File: src/common/wdg_defines.svh
// Offsets, field positions, reset values and timing counts of the watchdog block
`ifndef WDG_DEFINES_SVH
`define WDG_DEFINES_SVH

// Register byte offsets
`define WDG_OFS_FLAGS       12'h000
`define WDG_OFS_CTRL        12'h004
`define WDG_OFS_RESTART     12'h008
`define WDG_OFS_STATUS      12'h00c
`define WDG_OFS_COUNT       12'h010

// reset_cause_flags fields
`define WDG_BIT_DOG_SEEN    3
`define WDG_BIT_BOD_SEEN    2
`define WDG_BIT_PIN_SEEN    1
`define WDG_BIT_POR_SEEN    0
`define WDG_FLAGS_RST       4'h1

// watchdog_control fields
`define WDG_BIT_UNLOCK      4
`define WDG_BIT_ON          3
`define WDG_PSEL_MSB        2
`define WDG_PSEL_LSB        0
`define WDG_PSEL_RST        3'h0

// status fields
`define WDG_STAT_LVL_MSB    1
`define WDG_STAT_LVL_LSB    0
`define WDG_STAT_RUN        2
`define WDG_STAT_OPEN       3

// Timing
`define WDG_PCLK_HZ         100000000
`define WDG_OSC_HZ          1000000
`define WDG_UNLOCK_CYCLES   3'h4
`define WDG_BASE_CYCLES     22'h004000

`endif

File: src/common/wdg_pkg.sv
// Types shared by the watchdog block
package wdg_pkg;

    typedef enum logic [1:0] {
        WDG_LVL0 = 2'b00,
        WDG_LVL1 = 2'b01,
        WDG_LVL2 = 2'b10
    } wdg_level_e;

    typedef logic [21:0] wdg_count_t;

endpackage : wdg_pkg

File: src/wdg_top.sv
// Watchdog timer with reset-cause flags behind an APB slave
`timescale 1ns/1ns
`include "wdg_defines.svh"

module wdg_top (
    // APB clock and reset
    input  wire logic        pclk,
    input  wire logic        presetn,
    // APB slave
    input  wire logic        psel,
    input  wire logic        penable,
    input  wire logic        pwrite,
    input  wire logic [11:0] paddr,
    input  wire logic [31:0] pwdata,
    output logic      [31:0] prdata,
    output logic             pready,
    output logic             pslverr,
    // Watchdog oscillator
    input  wire logic        wdog_osc,
    // Other reset sources, active high
    input  wire logic        pin_reset_active,
    input  wire logic        brownout_active,
    // Fuses, high when programmed
    input  wire logic        always_on_fuse,
    input  wire logic        compat_fuse,
    // To the system reset logic
    output logic             dog_reset_pulse,
    output logic             dog_running
);

    // Synchronised inputs
    logic [4:0]           sync_vec;
    logic                 osc_s;
    logic                 pin_s;
    logic                 bod_s;
    logic                 ao_fuse_s;
    logic                 compat_fuse_s;
    logic                 osc_d_reg;
    logic                 osc_tick;

    // Configuration and state
    wdg_pkg::wdg_level_e  level;
    logic                 chip_reset;
    logic                 dog_on_reg;
    logic                 dog_on_eff;
    logic [2:0]           period_sel_reg;
    logic [2:0]           unlock_cnt_reg;
    logic                 unlock_live;
    logic [3:0]           flags_reg;
    wdg_pkg::wdg_count_t  count_reg;
    wdg_pkg::wdg_count_t  period_limit;
    logic                 expire;

    // Bus decode
    logic                 setup_ph;
    logic                 wr_acc;
    logic                 wr_flags;
    logic                 wr_ctrl;
    logic                 wr_restart;
    logic                 addr_hit;
    logic [7:0]           ctrl_rd;
    logic [31:0]          rd_mux;
    logic [7:0]           wbyte;

    wdg_sync #(
        .W (5)
    ) u_sync (
        .pclk     (pclk),
        .presetn  (presetn),
        .async_in ({compat_fuse, always_on_fuse, brownout_active, pin_reset_active, wdog_osc}),
        .sync_out (sync_vec)
    );

    assign osc_s         = sync_vec[0];
    assign pin_s         = sync_vec[1];
    assign bod_s         = sync_vec[2];
    assign ao_fuse_s     = sync_vec[3];
    assign compat_fuse_s = sync_vec[4];

    // Oscillator edge detect; osc runs far slower than pclk
    always_ff @(posedge pclk or negedge presetn) begin
        if (!presetn) begin
            osc_d_reg <= 1'b0;
        end else begin
            osc_d_reg <= osc_s;
        end
    end

    assign osc_tick = osc_s & ~osc_d_reg;

    // Safety level from the fuses
    always_comb begin
        if (ao_fuse_s) begin
            level = wdg_pkg::WDG_LVL2;
        end else if (compat_fuse_s) begin
            level = wdg_pkg::WDG_LVL0;
        end else begin
            level = wdg_pkg::WDG_LVL1;
        end
    end

    // Any chip reset other than power-on
    assign chip_reset = pin_s | bod_s | dog_reset_pulse;

    // Level 2 forces the watchdog on regardless of the stored bit
    assign dog_on_eff  = dog_on_reg | (level == wdg_pkg::WDG_LVL2);
    assign dog_running = dog_on_eff;
    assign unlock_live = (unlock_cnt_reg != 3'h0);

    // APB decode; zero wait states
    assign pready     = 1'b1;
    assign setup_ph   = psel & ~penable;
    assign wr_acc     = psel & penable & pwrite;
    assign wbyte      = pwdata[7:0];
    assign wr_flags   = wr_acc & (paddr == `WDG_OFS_FLAGS);
    assign wr_ctrl    = wr_acc & (paddr == `WDG_OFS_CTRL);
    assign wr_restart = wr_acc & (paddr == `WDG_OFS_RESTART);

    always_comb begin
        addr_hit = (paddr == `WDG_OFS_FLAGS) || (paddr == `WDG_OFS_CTRL) ||
                   (paddr == `WDG_OFS_RESTART) || (paddr == `WDG_OFS_STATUS) ||
                   (paddr == `WDG_OFS_COUNT);
    end

    // Unlock window counter
    always_ff @(posedge pclk or negedge presetn) begin
        if (!presetn) begin
            unlock_cnt_reg <= 3'h0;
        end else if (chip_reset) begin
            unlock_cnt_reg <= 3'h0;
        end else if (wr_ctrl && wbyte[`WDG_BIT_UNLOCK] && wbyte[`WDG_BIT_ON]) begin
            unlock_cnt_reg <= `WDG_UNLOCK_CYCLES;
        end else if (unlock_live) begin
            unlock_cnt_reg <= unlock_cnt_reg - 3'h1;
        end
    end

    // Enable bit
    always_ff @(posedge pclk or negedge presetn) begin
        if (!presetn) begin
            dog_on_reg <= 1'b0;
        end else if (chip_reset) begin
            dog_on_reg <= 1'b0;
        end else if (wr_ctrl) begin
            if (wbyte[`WDG_BIT_ON]) begin
                dog_on_reg <= 1'b1;
            end else if (unlock_live && level != wdg_pkg::WDG_LVL2) begin
                dog_on_reg <= 1'b0;
            end
        end
    end

    // Prescaler; protected at levels 1 and 2
    always_ff @(posedge pclk or negedge presetn) begin
        if (!presetn) begin
            period_sel_reg <= `WDG_PSEL_RST;
        end else if (chip_reset) begin
            period_sel_reg <= `WDG_PSEL_RST;
        end else if (wr_ctrl) begin
            if (level == wdg_pkg::WDG_LVL0 || unlock_live) begin
                period_sel_reg <= wbyte[`WDG_PSEL_MSB:`WDG_PSEL_LSB];
            end
        end
    end

    // Time-out length in oscillator cycles
    assign period_limit = `WDG_BASE_CYCLES << period_sel_reg;
    assign expire = dog_on_eff & osc_tick & (count_reg == period_limit - 22'h000001);

    // Watchdog counter
    always_ff @(posedge pclk or negedge presetn) begin
        if (!presetn) begin
            count_reg <= '0;
        end else if (chip_reset || wr_restart || !dog_on_eff) begin
            count_reg <= '0;
        end else if (expire) begin
            count_reg <= '0;
        end else if (osc_tick) begin
            count_reg <= count_reg + 22'h000001;
        end
    end

    // One-clock reset pulse; its fall starts the external start-up delay
    always_ff @(posedge pclk or negedge presetn) begin
        if (!presetn) begin
            dog_reset_pulse <= 1'b0;
        end else begin
            dog_reset_pulse <= expire & ~dog_reset_pulse;
        end
    end

    // Reset-cause flags; hardware set wins over software clear
    always_ff @(posedge pclk or negedge presetn) begin
        if (!presetn) begin
            flags_reg <= `WDG_FLAGS_RST;
        end else begin
            if (dog_reset_pulse) begin
                flags_reg[`WDG_BIT_DOG_SEEN] <= 1'b1;
            end else if (wr_flags && !wbyte[`WDG_BIT_DOG_SEEN]) begin
                flags_reg[`WDG_BIT_DOG_SEEN] <= 1'b0;
            end
            if (bod_s) begin
                flags_reg[`WDG_BIT_BOD_SEEN] <= 1'b1;
            end else if (wr_flags && !wbyte[`WDG_BIT_BOD_SEEN]) begin
                flags_reg[`WDG_BIT_BOD_SEEN] <= 1'b0;
            end
            if (pin_s) begin
                flags_reg[`WDG_BIT_PIN_SEEN] <= 1'b1;
            end else if (wr_flags && !wbyte[`WDG_BIT_PIN_SEEN]) begin
                flags_reg[`WDG_BIT_PIN_SEEN] <= 1'b0;
            end
            if (wr_flags && !wbyte[`WDG_BIT_POR_SEEN]) begin
                flags_reg[`WDG_BIT_POR_SEEN] <= 1'b0;
            end
        end
    end

    // Control readback
    always_comb begin
        ctrl_rd = 8'h00;
        ctrl_rd[`WDG_BIT_UNLOCK] = unlock_live;
        ctrl_rd[`WDG_BIT_ON] = dog_on_eff;
        ctrl_rd[`WDG_PSEL_MSB:`WDG_PSEL_LSB] = period_sel_reg;
    end

    // Read multiplexer
    always_comb begin
        rd_mux = 32'h0000_0000;
        case (paddr)
            `WDG_OFS_FLAGS: begin
                rd_mux[3:0] = flags_reg;
            end
            `WDG_OFS_CTRL: begin
                rd_mux[7:0] = ctrl_rd;
            end
            `WDG_OFS_STATUS: begin
                rd_mux[`WDG_STAT_LVL_MSB:`WDG_STAT_LVL_LSB] = level;
                rd_mux[`WDG_STAT_RUN] = dog_on_eff;
                rd_mux[`WDG_STAT_OPEN] = unlock_live;
            end
            `WDG_OFS_COUNT: begin
                rd_mux[21:0] = count_reg;
            end
            default: begin
                rd_mux = 32'h0000_0000;
            end
        endcase
    end

    // Read data sampled in setup so it comes from a flop
    always_ff @(posedge pclk or negedge presetn) begin
        if (!presetn) begin
            prdata <= 32'h0000_0000;
        end else if (setup_ph) begin
            prdata <= pwrite ? 32'h0000_0000 : rd_mux;
        end
    end

    // Error answer for unmapped addresses
    always_ff @(posedge pclk or negedge presetn) begin
        if (!presetn) begin
            pslverr <= 1'b0;
        end else if (setup_ph) begin
            pslverr <= ~addr_hit;
        end
    end

endmodule : wdg_top

File: src/wdg_sync.sv
// Two-flop synchroniser for a group of asynchronous inputs
`timescale 1ns/1ns
module wdg_sync #(
    parameter int W = 5
) (
    // Clock and reset
    input  wire logic         pclk,
    input  wire logic         presetn,
    // Data
    input  wire logic [W-1:0] async_in,
    output logic      [W-1:0] sync_out
);

    logic [W-1:0] meta_reg;

    genvar i;
    generate
        for (i = 0; i < W; i++) begin : g_bit
            // First stage feeds only the second
            always_ff @(posedge pclk or negedge presetn) begin
                if (!presetn) begin
                    meta_reg[i] <= 1'b0;
                    sync_out[i] <= 1'b0;
                end else begin
                    meta_reg[i] <= async_in[i];
                    sync_out[i] <= meta_reg[i];
                end
            end
        end
    endgenerate

endmodule : wdg_sync

File: config.mk
export PLATFORM = sky130hd
export DESIGN_NAME = wdg_top
export DESIGN_NICKNAME = d
export VERILOG_FILES = /design/src/common/wdg_pkg.sv /design/src/wdg_top.sv /design/src/wdg_sync.sv
export VERILOG_INCLUDE_DIRS = /design/src /design/src/common
export SDC_FILE = /design/constraint.sdc
export NUM_CORES = 1
export LEC_CHECK = 0
export BUFFER_PORTS_ARGS = -buffer_cell sky130_fd_sc_hd__buf_4
export CAP_MARGIN = 20
export CORE_MARGIN = 2
export CORE_UTILIZATION = 48
export CTS_CLUSTER_SIZE = 30
export DETAILED_ROUTE_END_ITERATION = 10
export GPL_TIMING_DRIVEN = 0
export PLACE_DENSITY = 0.73
export SYNTH_ARGS = -nofsm -noshare
export SYNTH_HDL_FRONTEND = slang
export SYNTH_SLANG_ARGS = --single-unit
File: constraint.sdc
create_clock -name pclk -period 2.5 [get_ports pclk]
set_input_delay 0.25 -clock pclk [delete_from_list [all_inputs] [get_ports pclk]]
set_output_delay 0.25 -clock pclk [all_outputs]
set_load 0.02 [all_outputs]
==> results of run 1 <==
==> critical path: stages (launching register included) <==
cell and delay [ns]:
dfrtp_1 0.40, buf_4 0.18, or3_4 0.35, ha_4 0.20
xnor2_4 0.13, a21boi_2 0.17, o2111ai_2 0.21, a2111oi_4 0.05
buf_4 0.18, buf_4 0.15, o41ai_2 0.28
==> kinds of logic (layout without fill, tap and decap cells) <==
group | count (synthesis) | after routing | synth area share
simple gates | 113 | 113 | 0.186
compound gates | 95 | 95 | 0.204
flops | 68 | 68 | 0.486
buf+inv | 41 | 116 | 0.0643
mux | 9 | 9 | 0.0257
xor+xnor | 7 | 7 | 0.0175
fa+ha+maj | 4 | 4 | 0.0143
other cells | 2 | 11 | 0.00214
==> placed cells by master, fill, tap and decap left out, drive strengths merged, types with 3 or more instances in the layout <==
| cell type | n |
|---|---|
| buf | 79 |
| dfrtp | 67 |
| nand2 | 23 |
| a22o | 20 |
| a211oi | 20 |
| clkbuf | 20 |
| nor2 | 16 |
| o21ai | 15 |
| o31ai | 13 |
| or4 | 12 |
| or3 | 12 |
| conb | 11 |
| nand3 | 11 |
| inv | 9 |
| mux2i | 9 |
| nand4 | 8 |
| a21oi | 8 |
| nand2b | 7 |
| nor3 | 7 |
| clkinv | 5 |
| nor2b | 4 |
| xor2 | 4 |
| and3 | 4 |
| ha | 4 |
| nor4 | 4 |
| xnor2 | 3 |
==> layout make-up <==
cell class | instances | area (um2) | area share
Inverter | 9 | 33.8 | 0.00769
Multi-Input combinational cell | 239 | 1690 | 0.385
Clock inverter | 6 | 40.0 | 0.00912
Tap cell | 99 | 124 | 0.0282
Sequential cell | 68 | 1700 | 0.388
Clock buffer | 10 | 138 | 0.0313
Timing Repair Buffer | 60 | 455 | 0.104
Buffer | 31 | 205 | 0.0467
==> per-stage QoR <==
step / total power [mW] / setup TNS (ns)
after global placement: 1.28 / -6.23
after CTS: 2.10 / 0
after detailed placement: 1.29 / -7.32
after floorplan: 1.21 / 0
after global routing: 2.18 / -0.0456
final: 2.08 / 0
==> routing by layer <==
metal | share of wire | wire [um] | vias to the layer above
met3 | 0.049 | 408 | 17
met4 | 0.026 | 212 | 0
met1 | 0.44 | 3660 | 1447
met5 | 0 | 0 | -
met2 | 0.48 | 4000 | 85
li1 | - | - | 1410
==> what timing repair did <==
action,CTS,global route
setup endpoints to repair,23,23
resized for setup,17,5
buffers inserted,6,0
endpoints found under the hold margin,1,1
pin swaps,4,3
hold buffers,1,1
gates cloned,1,0
==> worst min-delay path by stage <==
stage	to	cells past startpoint	from
after global routing	u_sync.meta_reg[0]$_DFF_PN0_	1	wdog_osc
after global placement	u_sync.sync_out[4]$_DFF_PN0_	0	u_sync.meta_reg[4]$_DFF_PN0_
after floorplan	count_reg[0]$_DFFE_PN0P_	0	presetn
after CTS	u_sync.meta_reg[0]$_DFF_PN0_	1	wdog_osc
final	prdata[3]$_DFFE_PN0P_	1	presetn
after detailed placement	u_sync.sync_out[3]$_DFF_PN0_	0	u_sync.meta_reg[3]$_DFF_PN0_
==> power breakdown <==
| part | leakage, nW | switching [mW] | internal (mW) | total [mW] |
|---|---|---|---|---|
| Combinational | 0.892 | 0.0925 | 0.0597 | 0.152 |
| Clock | 0.0920 | 0.425 | 0.385 | 0.810 |
| Sequential | 0.906 | 0.00608 | 1.11 | 1.12 |
==> impl_results.html, run 1 <==
<table>
<tr><th>Metric</th><th>Value</th></tr>
<tr><th colspan="2">Drt</th></tr>
<tr><td>Wirelength, routed</td><td>8280 um</td></tr>
<tr><td>Drc violations</td><td>0</td></tr>
<tr><td>Post-detailed-route via-to-cell ratio</td><td>5.67</td></tr>
<tr><td>Number of violations reported at the end of detailed-routing iteration 0</td><td>177</td></tr>
<tr><td>Via count</td><td>between 2,000 and 3,000</td></tr>
<tr><td>Remaining antenna violation count after routing</td><td>0</td></tr>
<tr><td>DR WL/cell</td><td>roughly 16 um</td></tr>
<tr><td>Detailed-router iteration count before antenna repair</td><td>4</td></tr>
<tr><th colspan="2">Global route</th></tr>
<tr><td>Overall global routing resource usage</td><td>0.222</td></tr>
<tr><td>Global Route met2 Usage</td><td>0.349</td></tr>
<tr><td>Pin count of the biggest net entering global routing</td><td>69</td></tr>
<tr><td>Most congested layer reported by global routing</td><td>met2</td></tr>
<tr><td>GR Overflow Total</td><td>0</td></tr>
<tr><td>Antenna violations before repair</td><td>0</td></tr>
<tr><td>Met3 Resource Use GR</td><td>0.0443</td></tr>
<tr><td>Global routing usage on met1</td><td>0.298</td></tr>
<tr><td>Global-route wire length before repair</td><td>13,600 um</td></tr>
<tr><td>Number of global-route vias before repair</td><td>2,876</td></tr>
<tr><th colspan="2">Logic synthesis</th></tr>
<tr><td>Ys flop type</td><td>dfrtp_1</td></tr>
<tr><td>Post-synth EDFFs</td><td>0</td></tr>
<tr><td>Area of the mapped netlist</td><td>0.00350 mm2</td></tr>
<tr><td>Ys Warns</td><td>0</td></tr>
<tr><td>Most used standard cells in the synthesized netlist</td><td>67 x dfrtp_1, 23 x nand2_1, 20 x a211oi_1, 20 x a22o_1, 16 x nor2_1</td></tr>
<tr><td>Most frequent cell after synthesis</td><td>dfrtp_1</td></tr>
<tr><td>Gate count of the mapped netlist</td><td>339</td></tr>
<tr><td>Portion of synthesized cell area occupied by the leading cell type</td><td>0.479</td></tr>
<tr><td>Sequential element share of the synthesized area</td><td>0.486</td></tr>
<tr><td>Biggest area consumer among synthesized cells</td><td>dfrtp_1</td></tr>
<tr><td>Largest cells by area after synthesis</td><td>dfrtp_1 48%, a22o_1 5.0%, a211oi_1 4.3%</td></tr>
<tr><td>Mean post-synth cell area</td><td>a little over 10 um2</td></tr>
<tr><td>Ys async rst share</td><td>1.00</td></tr>
<tr><td>Distinct cell type count after synthesis</td><td>54</td></tr>
<tr><td>#FFs+latches synth</td><td>68</td></tr>
<tr><th colspan="2">Critical path</th></tr>
<tr><td>Crit Reg-Reg Endpoint</td><td>count_reg[0]$_DFFE_PN0P_</td></tr>
<tr><td>Capturing element of the worst setup path</td><td>count_reg[0]$_DFFE_PN0P_</td></tr>
<tr><td>Reg2reg path depth</td><td>10</td></tr>
<tr><td>Nature of the critical path startpoint</td><td>register</td></tr>
<tr><td>Maximum fanout along the worst path</td><td>10</td></tr>
<tr><td>Category of the critical setup timing path</td><td>reg -&gt; reg</td></tr>
<tr><td>Data required time at the worst endpoint</td><td>2.74 ns</td></tr>
<tr><td>Startpoint of the lowest-slack register-to-register path</td><td>period_sel_reg[0]$_DFFE_PN0P_</td></tr>
<tr><td>CP Launch Point</td><td>period_sel_reg[0]$_DFFE_PN0P_</td></tr>
<tr><td>R2R setup slack</td><td>0.1 ns</td></tr>
<tr><td>Kind of end point of the critical path</td><td>register</td></tr>
<tr><td>Worst endpoint data arrival time</td><td>about 2.6 ns</td></tr>
<tr><th colspan="2">STA</th></tr>
<tr><td>Worst slew margin relative to its limit</td><td>0.322</td></tr>
<tr><td>Finish-stage setup viols</td><td>0</td></tr>
<tr><td>Setup repair after global routing missed its margin</td><td>yes</td></tr>
<tr><td>Clock Skews</td><td>0.00937 ns</td></tr>
<tr><td>Max Slew Vio Count</td><td>0</td></tr>
<tr><td>Slew at the pin with the worst max-slew slack</td><td>1.01 ns</td></tr>
<tr><td>Post-route fraction of the period consumed by the critical path</td><td>0.961</td></tr>
<tr><td>Tmin final</td><td>2.40 ns</td></tr>
<tr><td>Worst hold slack across all endpoints</td><td>-0.00278 ns</td></tr>
<tr><td>Fmax</td><td>416 MHz</td></tr>
<tr><td>Final worst setup slack</td><td>0.0982 ns</td></tr>
<tr><td>Number of endpoints with negative hold slack in the final report</td><td>5</td></tr>
<tr><th colspan="2">Die</th></tr>
<tr><td>Die X-Extent</td><td>around 90 um</td></tr>
<tr><td>Initial Utilization</td><td>0.488</td></tr>
<tr><td>Vertical die dimension</td><td>89.4 um</td></tr>
<tr><td>Num rows</td><td>31</td></tr>
<tr><td>Total die area</td><td>0.00800 mm2</td></tr>
<tr><td>Number of primary I/O pins</td><td>90</td></tr>
<tr><td>Core Area</td><td>~0.0072 mm2</td></tr>
<tr><th colspan="2">Hold path</th></tr>
<tr><td>Hold WC Path Type</td><td>in -&gt; async</td></tr>
<tr><th colspan="2">Power</th></tr>
<tr><td>Peak supply drop</td><td>0.000350 V</td></tr>
<tr><td>Power per unit of standard cell area</td><td>about 470 mW/mm2</td></tr>
<tr><td>Standby leakage power</td><td>1.89 nW</td></tr>
<tr><th colspan="2">Place</th></tr>
<tr><td>Half-perimeter wire length after placement</td><td>5840 um</td></tr>
<tr><td>Gpl congestion</td><td>0.917</td></tr>
<tr><td>Placed cell area</td><td>0.00404 mm2</td></tr>
<tr><td># port buffers</td><td>51</td></tr>
<tr><td>Pre-CTS setup slack</td><td>-0.309 ns</td></tr>
<tr><td>Dpl cells</td><td>498</td></tr>
<tr><th colspan="2">Clock network</th></tr>
<tr><td>Clock-pin transition on the worst setup and hold timing paths</td><td>0.08 ns</td></tr>
<tr><td>H-Tree Level Count</td><td>3</td></tr>
<tr><td>TritonCTS clock tree</td><td>done</td></tr>
<tr><td>Clock Latency Late Sink</td><td>0.34 ns</td></tr>
<tr><td>Clk root buf</td><td>clkbuf_8</td></tr>
<tr><td>Maximum buffer depth of the clock tree</td><td>2</td></tr>
<tr><td>Num CTS Buffers</td><td>9</td></tr>
<tr><td>TritonCTS sink count</td><td>68</td></tr>
<tr><th colspan="2">Finish</th></tr>
<tr><td>Fill cell instance count of the final layout</td><td>616</td></tr>
<tr><td>Final design utilization</td><td>0.612</td></tr>
<tr><td>Final cell count without fillers</td><td>around 520</td></tr>
<tr><td>Post-route cell area</td><td>roughly 0.0044 mm2</td></tr>
<tr><td>Area added between synthesis and finish</td><td>25.3%</td></tr>
<tr><td>Total Nets Final</td><td>approximately 480</td></tr>
<tr><td>Diode insertion count for antenna repair</td><td>0</td></tr>
<tr><td>Layout cell share with drive strength beyond 1</td><td>0.270</td></tr>
<tr><th colspan="2">Status</th></tr>
<tr><td>Run status</td><td>complete, but fails checks</td></tr>
<tr><td>Violations in the final reports</td><td>hold timing</td></tr>
<tr><th colspan="2">Job</th></tr>
<tr><td>Count of max-cap constraint violations</td><td>0</td></tr>
</table>
Power figures use the tool's default switching activity.
==> run 2, diff against run 1 <==
==> constraint.sdc (replaced) <==
create_clock -name pclk -period 2.5 [get_ports pclk]
set_input_delay 0.625 -clock pclk [delete_from_list [all_inputs] [get_ports pclk]]
set_output_delay 0.625 -clock pclk [all_outputs]
set_load 0.02 [all_outputs]
==> impl_results.html, run 2 (synthesized netlist as in run 1, its figures left out) <==
<table>
<tr><th>Metric</th><th>Value</th></tr>
<tr><th colspan="2">Hold path</th></tr>
<tr><td>WHS Endpoint</td><td>u_sync.sync_out[3]$_DFF_PN0_</td></tr>
<tr><td>Hold_sp</td><td>u_sync.meta_reg[3]$_DFF_PN0_</td></tr>
<tr><td>Hold WC Path Type</td><td>reg -&gt; reg</td></tr>
<tr><td>Number of cells traversed by the worst hold path</td><td>0</td></tr>
<tr><th colspan="2">Die</th></tr>
<tr><td>Vertical die dimension</td><td>89.4 um (unchanged)</td></tr>
<tr><td>Core Area</td><td>0.00718 mm2 (unchanged)</td></tr>
<tr><td>Initial Utilization</td><td>0.488 (unchanged)</td></tr>
<tr><td>Number of primary I/O pins</td><td>90 (unchanged)</td></tr>
<tr><td>Num rows</td><td>31 (unchanged)</td></tr>
<tr><td>Die X-Extent</td><td>89.4 um (unchanged)</td></tr>
<tr><td>Total die area</td><td>0.00800 mm2 (unchanged)</td></tr>
<tr><th colspan="2">Drt</th></tr>
<tr><td>Drc violations</td><td>0 (unchanged)</td></tr>
<tr><td>Detailed-router iteration count before antenna repair</td><td>4 (unchanged)</td></tr>
<tr><td>Remaining antenna violation count after routing</td><td>0 (unchanged)</td></tr>
<tr><td>Via count</td><td>2,945 (-0.47%)</td></tr>
<tr><td>DR WL/cell</td><td>16.0 um (+1.0%)</td></tr>
<tr><td>Post-detailed-route via-to-cell ratio</td><td>5.65 (-0.28%)</td></tr>
<tr><td>Number of violations reported at the end of detailed-routing iteration 0</td><td>178 (+0.56%)</td></tr>
<tr><td>Wirelength, routed</td><td>8350 um (+0.81%)</td></tr>
<tr><th colspan="2">Critical path</th></tr>
<tr><td>Maximum fanout along the worst path</td><td>10 (unchanged)</td></tr>
<tr><td>Data required time at the worst endpoint</td><td>2.74 ns (about the same)</td></tr>
<tr><td>Kind of end point of the critical path</td><td>register</td></tr>
<tr><td>Crit Reg-Reg Endpoint</td><td>count_reg[0]$_DFFE_PN0P_</td></tr>
<tr><td>CP Launch Point</td><td>period_sel_reg[0]$_DFFE_PN0P_</td></tr>
<tr><td>R2R setup slack</td><td>0.11 ns (about the same)</td></tr>
<tr><td>Worst endpoint data arrival time</td><td>2.63 ns (about the same)</td></tr>
<tr><td>Reg2reg path depth</td><td>10 (unchanged)</td></tr>
<tr><td>Category of the critical setup timing path</td><td>reg -&gt; reg</td></tr>
<tr><td>Startpoint of the lowest-slack register-to-register path</td><td>period_sel_reg[0]$_DFFE_PN0P_</td></tr>
<tr><td>Nature of the critical path startpoint</td><td>register</td></tr>
<tr><th colspan="2">Power</th></tr>
<tr><td>Standby leakage power</td><td>1.89 nW (about the same)</td></tr>
<tr><td>Fraction of power consumed by combinational cells</td><td>0.073 (about the same)</td></tr>
<tr><td>Net switching component of the power</td><td>0.527 mW (+0.65%)</td></tr>
<tr><td>Design internal power</td><td>1.55 mW (-0.12%)</td></tr>
<tr><td>Switching portion of total power</td><td>0.253 (+0.00145)</td></tr>
<tr><td>Peak supply drop</td><td>0.000350 V (about the same)</td></tr>
<tr><td>Fraction of power consumed by the clock network</td><td>0.391 (+0.002)</td></tr>
<tr><td>Seq pwr share</td><td>0.537 (about the same)</td></tr>
<tr><td>Power per unit of standard cell area</td><td>475 mW/mm2 (+0.27%)</td></tr>
<tr><th colspan="2">Global route</th></tr>
<tr><td>Most congested layer reported by global routing</td><td>met2</td></tr>
<tr><td>Global-route wire length before repair</td><td>13,600 um (-0.15%)</td></tr>
<tr><td>Global Route met2 Usage</td><td>0.351 (+0.00135)</td></tr>
<tr><td>Antenna violations before repair</td><td>0 (unchanged)</td></tr>
<tr><td>Global routing usage on met1</td><td>0.298 (-0.000588)</td></tr>
<tr><td>Overall global routing resource usage</td><td>0.222 (about the same)</td></tr>
<tr><td>Pin count of the biggest net entering global routing</td><td>69 (unchanged)</td></tr>
<tr><td>Met3 Resource Use GR</td><td>0.0462 (+0.00185)</td></tr>
<tr><td>GR Overflow Total</td><td>0 (unchanged)</td></tr>
<tr><td>Number of global-route vias before repair</td><td>2,858 (-0.63%)</td></tr>
<tr><th colspan="2">Finish</th></tr>
<tr><td>Total Nets Final</td><td>475 (-0.21%)</td></tr>
<tr><td>Final design utilization</td><td>0.611 (-0.00122)</td></tr>
<tr><td>Top library cells by usage in the layout, fill and taps aside</td><td>72 x buf_4, 66 x dfrtp_1, 23 x nand2_1</td></tr>
<tr><td>Most common cell after layout, fill and taps aside</td><td>buf_4</td></tr>
<tr><td>Layout cell share with drive strength beyond 1</td><td>0.270 (+0.000639)</td></tr>
<tr><td>Fill cell instance count of the final layout</td><td>616 (unchanged)</td></tr>
<tr><td>Diode insertion count for antenna repair</td><td>0 (unchanged)</td></tr>
<tr><td>Post-route cell area</td><td>0.00438 mm2 (-0.20%)</td></tr>
<tr><td>Area added between synthesis and finish</td><td>25.1%</td></tr>
<tr><th colspan="2">Clock network</th></tr>
<tr><td>TritonCTS sink count</td><td>68 (unchanged)</td></tr>
<tr><td>Clock Latency Late Sink</td><td>0.35 ns (about the same)</td></tr>
<tr><td>Clock-pin transition on the worst setup and hold timing paths</td><td>0.07 ns (about the same)</td></tr>
<tr><td>Maximum buffer depth of the clock tree</td><td>2 (unchanged)</td></tr>
<tr><td>TritonCTS clock tree</td><td>done</td></tr>
<tr><td>H-Tree Level Count</td><td>3 (unchanged)</td></tr>
<tr><td>Clk root buf</td><td>clkbuf_8</td></tr>
<tr><td>Cts hold-fix bufs</td><td>0 (-1)</td></tr>
<tr><td>Num CTS Buffers</td><td>9 (unchanged)</td></tr>
<tr><th colspan="2">Place</th></tr>
<tr><td>Gpl congestion</td><td>0.917 (unchanged)</td></tr>
<tr><td># port buffers</td><td>51 (unchanged)</td></tr>
<tr><td>Half-perimeter wire length after placement</td><td>5840 um (unchanged)</td></tr>
<tr><td>Placed cell area</td><td>0.00404 mm2 (unchanged)</td></tr>
<tr><th colspan="2">STA</th></tr>
<tr><td>Worst slew margin relative to its limit</td><td>0.435 (+0.113)</td></tr>
<tr><td>Tmin final</td><td>2.39 ns (-0.00958 ns)</td></tr>
<tr><td>Post-route fraction of the period consumed by the critical path</td><td>0.957 (-0.00383)</td></tr>
<tr><td>Max Slew Vio Count</td><td>0 (unchanged)</td></tr>
<tr><td>Number of endpoints with negative hold slack in the final report</td><td>0 (-5)</td></tr>
<tr><td>Finish-stage setup viols</td><td>0 (unchanged)</td></tr>
<tr><td>Fmax</td><td>418 MHz (+0.40%)</td></tr>
<tr><td>Setup repair after global routing missed its margin</td><td>yes</td></tr>
<tr><td>Slew at the pin with the worst max-slew slack</td><td>0.847 ns (-0.161 ns)</td></tr>
<tr><td>Worst hold slack across all endpoints</td><td>0.350 ns (+0.353 ns)</td></tr>
<tr><td>Clock Skews</td><td>0.00982 ns (+0.000448 ns)</td></tr>
<tr><th colspan="2">Status</th></tr>
<tr><td>Run status</td><td>completed</td></tr>
<tr><th colspan="2">Job</th></tr>
<tr><td>Count of max-cap constraint violations</td><td>0 (unchanged)</td></tr>
</table>
==> run 2: cell count changes in the layout (fill, tap and decap cells not counted) <==
cell	before	now
nor4_4	1	2
a211oi_2	1	0
a211oi_1	19	20
buf_4	71	72
nor4_2	2	1
dlygate4sd3_1	2	0
==> run 2: per-stage QoR <==
| step | TNS [ns] | instances | setup WS (ns) | power, mW |
|---|---|---|---|---|
| 2_1_floorplan | 0 | 348 | 0.114 | 1.21 |
| 3_3_place_gp | -10.85 | 498 | -0.445 | 1.28 |
| 3_5_place_dp | -11.99 | 498 | -0.478 | 1.29 |
| 4_1_cts | 0 | 520 | 0.0115 | 2.10 |
| 5_1_grt | -0.0456 | 521 | -0.0382 | 2.17 |
| 6_report | 0 | 521 | 0.108 | 2.08 |
==> run 2: what timing repair did <==
| item | 4_1_cts | 5_1_grt |
|---|---|---|
| gates cloned | 1 | 0 |
| setup endpoints to repair | 33 | 33 |
| setup buffers | 6 | 1 |
| pin swaps | 4 | 4 |
| gates resized for setup | 19 | 3 |
==> run 2: worst max path at each step <==
stage	slack [ns]	end	cells past startpoint
5_1_grt	-0.04	dog_reset_pulse$_DFF_PN0_	10
2_1_floorplan	0.11	count_reg[11]$_DFFE_PN0P_	9
3_3_place_gp	-0.44	prdata[11]$_DFFE_PN0P_	6
6_report	0.11	count_reg[0]$_DFFE_PN0P_	10
4_1_cts	0.01	count_reg[17]$_DFFE_PN0P_	10
3_5_place_dp	-0.48	prdata[16]$_DFFE_PN0P_	6
==> run 2: power by group through the flow <==
| stage | sequential [mW] | combinational, mW | clock (mW) |
|---|---|---|---|
| after floorplan | 1.14 | 0.0687 | 0 |
| after global placement | 1.14 | 0.147 | 0 |
| after detailed placement | 1.14 | 0.149 | 0 |
| after CTS | 1.12 | 0.152 | 0.835 |
| after global routing | 1.12 | 0.168 | 0.888 |
| final | 1.12 | 0.151 | 0.812 |
==> run 2: area by class of cell <==
| cell class | count | area [um2] | area share |
|---|---|---|---|
| clock buffer | 10 | 138 | 0.0314 |
| buffer | 31 | 205 | 0.0468 |
| sequential | 68 | 1700 | 0.389 |
| multi-input combinational | 239 | 1690 | 0.387 |
| timing repair buffer | 59 | 443 | 0.101 |
| tap | 99 | 124 | 0.0283 |
| inverter | 9 | 33.8 | 0.00771 |
| clock inverter | 6 | 40.0 | 0.00914 |
==> run 2: critical path: stages, from the launching register on <==
cell,delay [ns]
dfrtp_1,0.39
buf_4,0.18
or3_4,0.35
ha_4,0.20
xnor2_4,0.13
a21boi_2,0.17
o2111ai_2,0.21
a2111oi_4,0.05
buf_4,0.18
buf_4,0.15
o41ai_2,0.27
==> run 2: metal layers <==
metal  part of all wire  routed length [um]
met1               0.44                3710
met5                  0                   0
met3              0.048                 401
met2               0.48                4040
met4              0.024                 197
==> run 3, diff against run 2 <==
--- a/config.mk
+++ b/config.mk
@@ -6,14 +6,16 @@
 export SDC_FILE = /design/constraint.sdc
 export NUM_CORES = 1
 export LEC_CHECK = 0
+export ABC_AREA = 1
 export BUFFER_PORTS_ARGS = -buffer_cell sky130_fd_sc_hd__buf_4
 export CAP_MARGIN = 20
 export CORE_MARGIN = 2
-export CORE_UTILIZATION = 48
+export CORE_UTILIZATION = 49
 export CTS_CLUSTER_SIZE = 30
 export DETAILED_ROUTE_END_ITERATION = 10
 export GPL_TIMING_DRIVEN = 0
-export PLACE_DENSITY = 0.73
+export PLACE_DENSITY = 0.74
 export SYNTH_ARGS = -nofsm -noshare
 export SYNTH_HDL_FRONTEND = slang
 export SYNTH_SLANG_ARGS = --single-unit
+export TNS_END_PERCENT = 100
==> impl_results.html, run 3 <==
<table>
<tr><th>Metric</th><th>Value</th></tr>
<tr><th colspan="2">Die</th></tr>
<tr><td>Initial Utilization</td><td>0.511 (+0.0231)</td></tr>
<tr><td>Num rows</td><td>31 (unchanged)</td></tr>
<tr><td>Vertical die dimension</td><td>91.2 um (+2.0%)</td></tr>
<tr><td>Number of primary I/O pins</td><td>90 (unchanged)</td></tr>
<tr><td>Die X-Extent</td><td>91.2 um (+2.0%)</td></tr>
<tr><td>Total die area</td><td>0.00832 mm2 (+4.1%)</td></tr>
<tr><td>Core Area</td><td>0.00729 mm2 (+1.6%)</td></tr>
<tr><th colspan="2">Power</th></tr>
<tr><td>Peak supply drop</td><td>0.000330 V (-5.8%)</td></tr>
<tr><td>Switching portion of total power</td><td>0.269 (+0.0157)</td></tr>
<tr><td>Power per unit of standard cell area</td><td>509 mW/mm2 (+7.3%)</td></tr>
<tr><td>Fraction of power consumed by the clock network</td><td>0.405 (+0.014)</td></tr>
<tr><td>Standby leakage power</td><td>2.19 nW (+16%)</td></tr>
<tr><td>Seq pwr share</td><td>0.494 (-0.043)</td></tr>
<tr><td>Design internal power</td><td>1.67 mW (+7.2%)</td></tr>
<tr><td>Fraction of power consumed by combinational cells</td><td>0.102 (+0.029)</td></tr>
<tr><td>Net switching component of the power</td><td>0.613 mW (+16%)</td></tr>
<tr><td>Total power draw</td><td>2.28 mW (+9.5%)</td></tr>
<tr><th colspan="2">Finish</th></tr>
<tr><td>Diode insertion count for antenna repair</td><td>0 (unchanged)</td></tr>
<tr><td>Top library cells by usage in the layout, fill and taps aside</td><td>152 x nand2_1, 67 x dfrtp_1, 65 x inv_1</td></tr>
<tr><td>Total Nets Final</td><td>628 (+32%)</td></tr>
<tr><td>Layout cell share with drive strength beyond 1</td><td>0.174 (-0.0962)</td></tr>
<tr><td>Most common cell after layout, fill and taps aside</td><td>nand2_1</td></tr>
<tr><td>Area added between synthesis and finish</td><td>19.9%</td></tr>
<tr><td>Final design utilization</td><td>0.613 (+0.00261)</td></tr>
<tr><td>Final cell count without fillers</td><td>674 (+29%)</td></tr>
<tr><th colspan="2">Logic synthesis</th></tr>
<tr><td>Sequential element share of the synthesized area</td><td>0.457 (-0.0294)</td></tr>
<tr><td>Biggest area consumer among synthesized cells</td><td>dfrtp_1</td></tr>
<tr><td>Ys Warns</td><td>0 (unchanged)</td></tr>
<tr><td>Most used standard cells in the synthesized netlist</td><td>152 x nand2_1, 67 x dfrtp_1, 65 x inv_1</td></tr>
<tr><td>Portion of synthesized cell area occupied by the leading cell type</td><td>0.450 (-0.0289)</td></tr>
<tr><td>Distinct cell type count after synthesis</td><td>34 (-37%)</td></tr>
<tr><td>Ys async rst share</td><td>1.00 (unchanged)</td></tr>
<tr><td>Most frequent cell after synthesis</td><td>nand2_1</td></tr>
<tr><td>Post-synth EDFFs</td><td>0 (unchanged)</td></tr>
<tr><td>Largest cells by area after synthesis</td><td>dfrtp_1 45%, nand2_1 15%, inv_1 6.5%</td></tr>
<tr><td>Mean post-synth cell area</td><td>7.47 um2 (-28%)</td></tr>
<tr><td>Ys flop type</td><td>dfrtp_1</td></tr>
<tr><td>Area of the mapped netlist</td><td>0.00373 mm2 (+6.4%)</td></tr>
<tr><td>Gate count of the mapped netlist</td><td>499 (+47%)</td></tr>
<tr><td>#FFs+latches synth</td><td>68 (unchanged)</td></tr>
<tr><th colspan="2">Hold path</th></tr>
<tr><td>Hold_sp</td><td>u_sync.meta_reg[2]$_DFF_PN0_</td></tr>
<tr><td>Number of cells traversed by the worst hold path</td><td>0 (unchanged)</td></tr>
<tr><td>Hold WC Path Type</td><td>reg -&gt; reg</td></tr>
<tr><td>WHS Endpoint</td><td>u_sync.sync_out[2]$_DFF_PN0_</td></tr>
<tr><th colspan="2">Job</th></tr>
<tr><td>Count of max-cap constraint violations</td><td>0 (unchanged)</td></tr>
<tr><th colspan="2">Clock network</th></tr>
<tr><td>Cts hold-fix bufs</td><td>0 (unchanged)</td></tr>
<tr><td>Maximum buffer depth of the clock tree</td><td>2 (unchanged)</td></tr>
<tr><td>Clock-pin transition on the worst setup and hold timing paths</td><td>0.08 ns (about the same)</td></tr>
<tr><td>TritonCTS sink count</td><td>68 (unchanged)</td></tr>
<tr><td>Post-cts gate resize count</td><td>0 (-19)</td></tr>
<tr><td>Clock Latency Late Sink</td><td>0.35 ns (about the same)</td></tr>
<tr><td>Num CTS Buffers</td><td>9 (unchanged)</td></tr>
<tr><td>Post-CTS setup buffers</td><td>0 (-6)</td></tr>
<tr><td>Clk root buf</td><td>clkbuf_8</td></tr>
<tr><td>H-Tree Level Count</td><td>3 (unchanged)</td></tr>
<tr><td>TritonCTS clock tree</td><td>done</td></tr>
<tr><th colspan="2">Drt</th></tr>
<tr><td>Via count</td><td>3,476 (+18%)</td></tr>
<tr><td>Remaining antenna violation count after routing</td><td>0 (unchanged)</td></tr>
<tr><td>DR WL/cell</td><td>13.6 um (-15%)</td></tr>
<tr><td>Post-detailed-route via-to-cell ratio</td><td>5.16 (-8.8%)</td></tr>
<tr><td>Drc violations</td><td>0 (unchanged)</td></tr>
<tr><td>Detailed-router iteration count before antenna repair</td><td>5 (+1)</td></tr>
<tr><td>Number of violations reported at the end of detailed-routing iteration 0</td><td>278 (+56%)</td></tr>
<tr><td>Wirelength, routed</td><td>9190 um (+10%)</td></tr>
<tr><th colspan="2">Critical path</th></tr>
<tr><td>Worst endpoint data arrival time</td><td>2.48 ns (-0.15 ns)</td></tr>
<tr><td>Nature of the critical path startpoint</td><td>register</td></tr>
<tr><td>CP Cell Sequence</td><td>buf_6 -&gt; nor2_1 -&gt; nand2_1 -&gt; ha_1 -&gt; nand2_1 -&gt; nand2_1 -&gt; nor2_1 -&gt; nand2_1 -&gt; nor2_2 -&gt; nand3_4 -&gt; nand2_4 -&gt; buf_6 -&gt; nor2_1</td></tr>
<tr><td>Kind of end point of the critical path</td><td>register</td></tr>
<tr><td>Cell with the largest stage delay on the worst path</td><td>dfrtp_1</td></tr>
<tr><td>Top delay family on crit path</td><td>simple AND/OR/NAND/NOR gates</td></tr>
<tr><td>Crit Reg-Reg Endpoint</td><td>count_reg[12]$_DFFE_PN0P_</td></tr>
<tr><td>Startpoint of the lowest-slack register-to-register path</td><td>period_sel_reg[2]$_DFFE_PN0P_</td></tr>
<tr><td>Most used cell, CP</td><td>nand2_1</td></tr>
<tr><td>Reg2reg path depth</td><td>13 (+3)</td></tr>
<tr><td>Buf+Inv Stages, Crit Path</td><td>2 (-1)</td></tr>
<tr><td>Category of the critical setup timing path</td><td>reg -&gt; reg</td></tr>
<tr><td>Data required time at the worst endpoint</td><td>2.74 ns (about the same)</td></tr>
<tr><td>Maximum fanout along the worst path</td><td>10 (unchanged)</td></tr>
<tr><td>Largest incremental delay on the critical path</td><td>0.38 ns (about the same)</td></tr>
<tr><td>R2R setup slack</td><td>0.26 ns (+0.15 ns)</td></tr>
<tr><th colspan="2">STA</th></tr>
<tr><td>Finish-stage setup viols</td><td>0 (unchanged)</td></tr>
<tr><td>Number of endpoints with negative hold slack in the final report</td><td>0 (unchanged)</td></tr>
<tr><td>Slew at the pin with the worst max-slew slack</td><td>0.853 ns (+0.00576 ns)</td></tr>
<tr><td>Fmax</td><td>446 MHz (+6.6%)</td></tr>
<tr><td>Max Slew Vio Count</td><td>0 (unchanged)</td></tr>
<tr><td>Worst slew margin relative to its limit</td><td>0.432 (-0.00384)</td></tr>
<tr><td>Setup repair after global routing missed its margin</td><td>no</td></tr>
<tr><td>Tmin final</td><td>2.24 ns (-0.148 ns)</td></tr>
<tr><td>Post-route fraction of the period consumed by the critical path</td><td>0.898 (-0.0594)</td></tr>
<tr><td>Clock Skews</td><td>0.00991 ns (+0.0000928 ns)</td></tr>
<tr><td>Worst hold slack across all endpoints</td><td>0.353 ns (+0.00247 ns)</td></tr>
<tr><td>Total negative slack</td><td>0 ns (unchanged)</td></tr>
<tr><th colspan="2">Place</th></tr>
<tr><td>Dpl cells</td><td>658 (+32%)</td></tr>
<tr><td>Gpl congestion</td><td>0.874 (-4.7%)</td></tr>
<tr><td># port buffers</td><td>51 (unchanged)</td></tr>
<tr><td>Half-perimeter wire length after placement</td><td>6820 um (+17%)</td></tr>
<tr><th colspan="2">Global route</th></tr>
<tr><td>Global-route wire length before repair</td><td>15,600 um (+15%)</td></tr>
<tr><td>Antenna violations before repair</td><td>0 (unchanged)</td></tr>
<tr><td>GR Overflow Total</td><td>0 (unchanged)</td></tr>
<tr><td>Overall global routing resource usage</td><td>0.233 (+0.0105)</td></tr>
<tr><td>Number of global-route vias before repair</td><td>3,341 (+17%)</td></tr>
<tr><td>Pin count of the biggest net entering global routing</td><td>69 (unchanged)</td></tr>
<tr><th colspan="2">Status</th></tr>
<tr><td>Run status</td><td>completed</td></tr>
</table>
==> run 3: cell types whose count changed after synthesis, moves of 11 or more <==
cell / delta
nand3_1: +26
nand2_1: +129
or3_1: -12
a211oi_1: -20
nor2_1: +35
a22o_1: -19
or4_1: -11
inv_1: +56
==> run 3: cell families after synthesis <==
group	Yosys count	synth area share
compound gates	58	0.0936
other cells	2	0.00201
simple gates	274	0.318
fa+ha+maj	4	0.0134
xor+xnor	2	0.00470
buf+inv	91	0.111
flops	68	0.457
==> run 3: per-stage QoR <==
stage	setup WS, ns	area (um2)
3_3_place_gp	0.247	4270
4_1_cts	0.205	4470
2_1_floorplan	0.559	3760
6_report	0.256	4470
3_5_place_dp	0.195	4270
5_1_grt	0.0373	4470
==> run 3: routing by layer <==
metal,wire length (um),GRT usage,part of all wire
met2,4260,0.376,0.46
met4,128,0.0657,0.014
met1,4300,0.320,0.47
met3,496,0.0473,0.054
met5,0,0,0
==> run 3: cell type report <==
type	count	area [um2]
fillers	696	2820
flip-flops and latches	68	1700
multi-input cells	349	1650
repair buffers	51	383
inverters	69	259
plain buffers	22	156
clock buffers	9	124
well taps	99	124
clock inverters	7	76.3
==> run 3: how the worst max path moves through the flow <==
stage | slack, ns | end | start | depth (start not counted)
after global placement | 0.25 | prdata[3]$_DFFE_PN0P_ | paddr[11] | 9
after global routing | 0.04 | count_reg[13]$_DFFE_PN0P_ | period_sel_reg[2]$_DFFE_PN0P_ | 15
final | 0.26 | count_reg[12]$_DFFE_PN0P_ | period_sel_reg[2]$_DFFE_PN0P_ | 13
after detailed placement | 0.19 | prdata[3]$_DFFE_PN0P_ | paddr[9] | 9
after floorplan | 0.56 | count_reg[11]$_DFFE_PN0P_ | period_sel_reg[2]$_DFFE_PN0P_ | 15
after CTS | 0.21 | count_reg[16]$_DFFE_PN0P_ | period_sel_reg[2]$_DFFE_PN0P_ | 13
==> run 3: power groups by stage <==
stage	Sequential, mW	Clock (mW)	Combinational [mW]
after floorplan	1.15	0	0.136
final	1.13	0.922	0.231
after global placement	1.15	0	0.228
after global routing	1.13	0.986	0.261
after CTS	1.13	0.940	0.232
after detailed placement	1.15	0	0.231
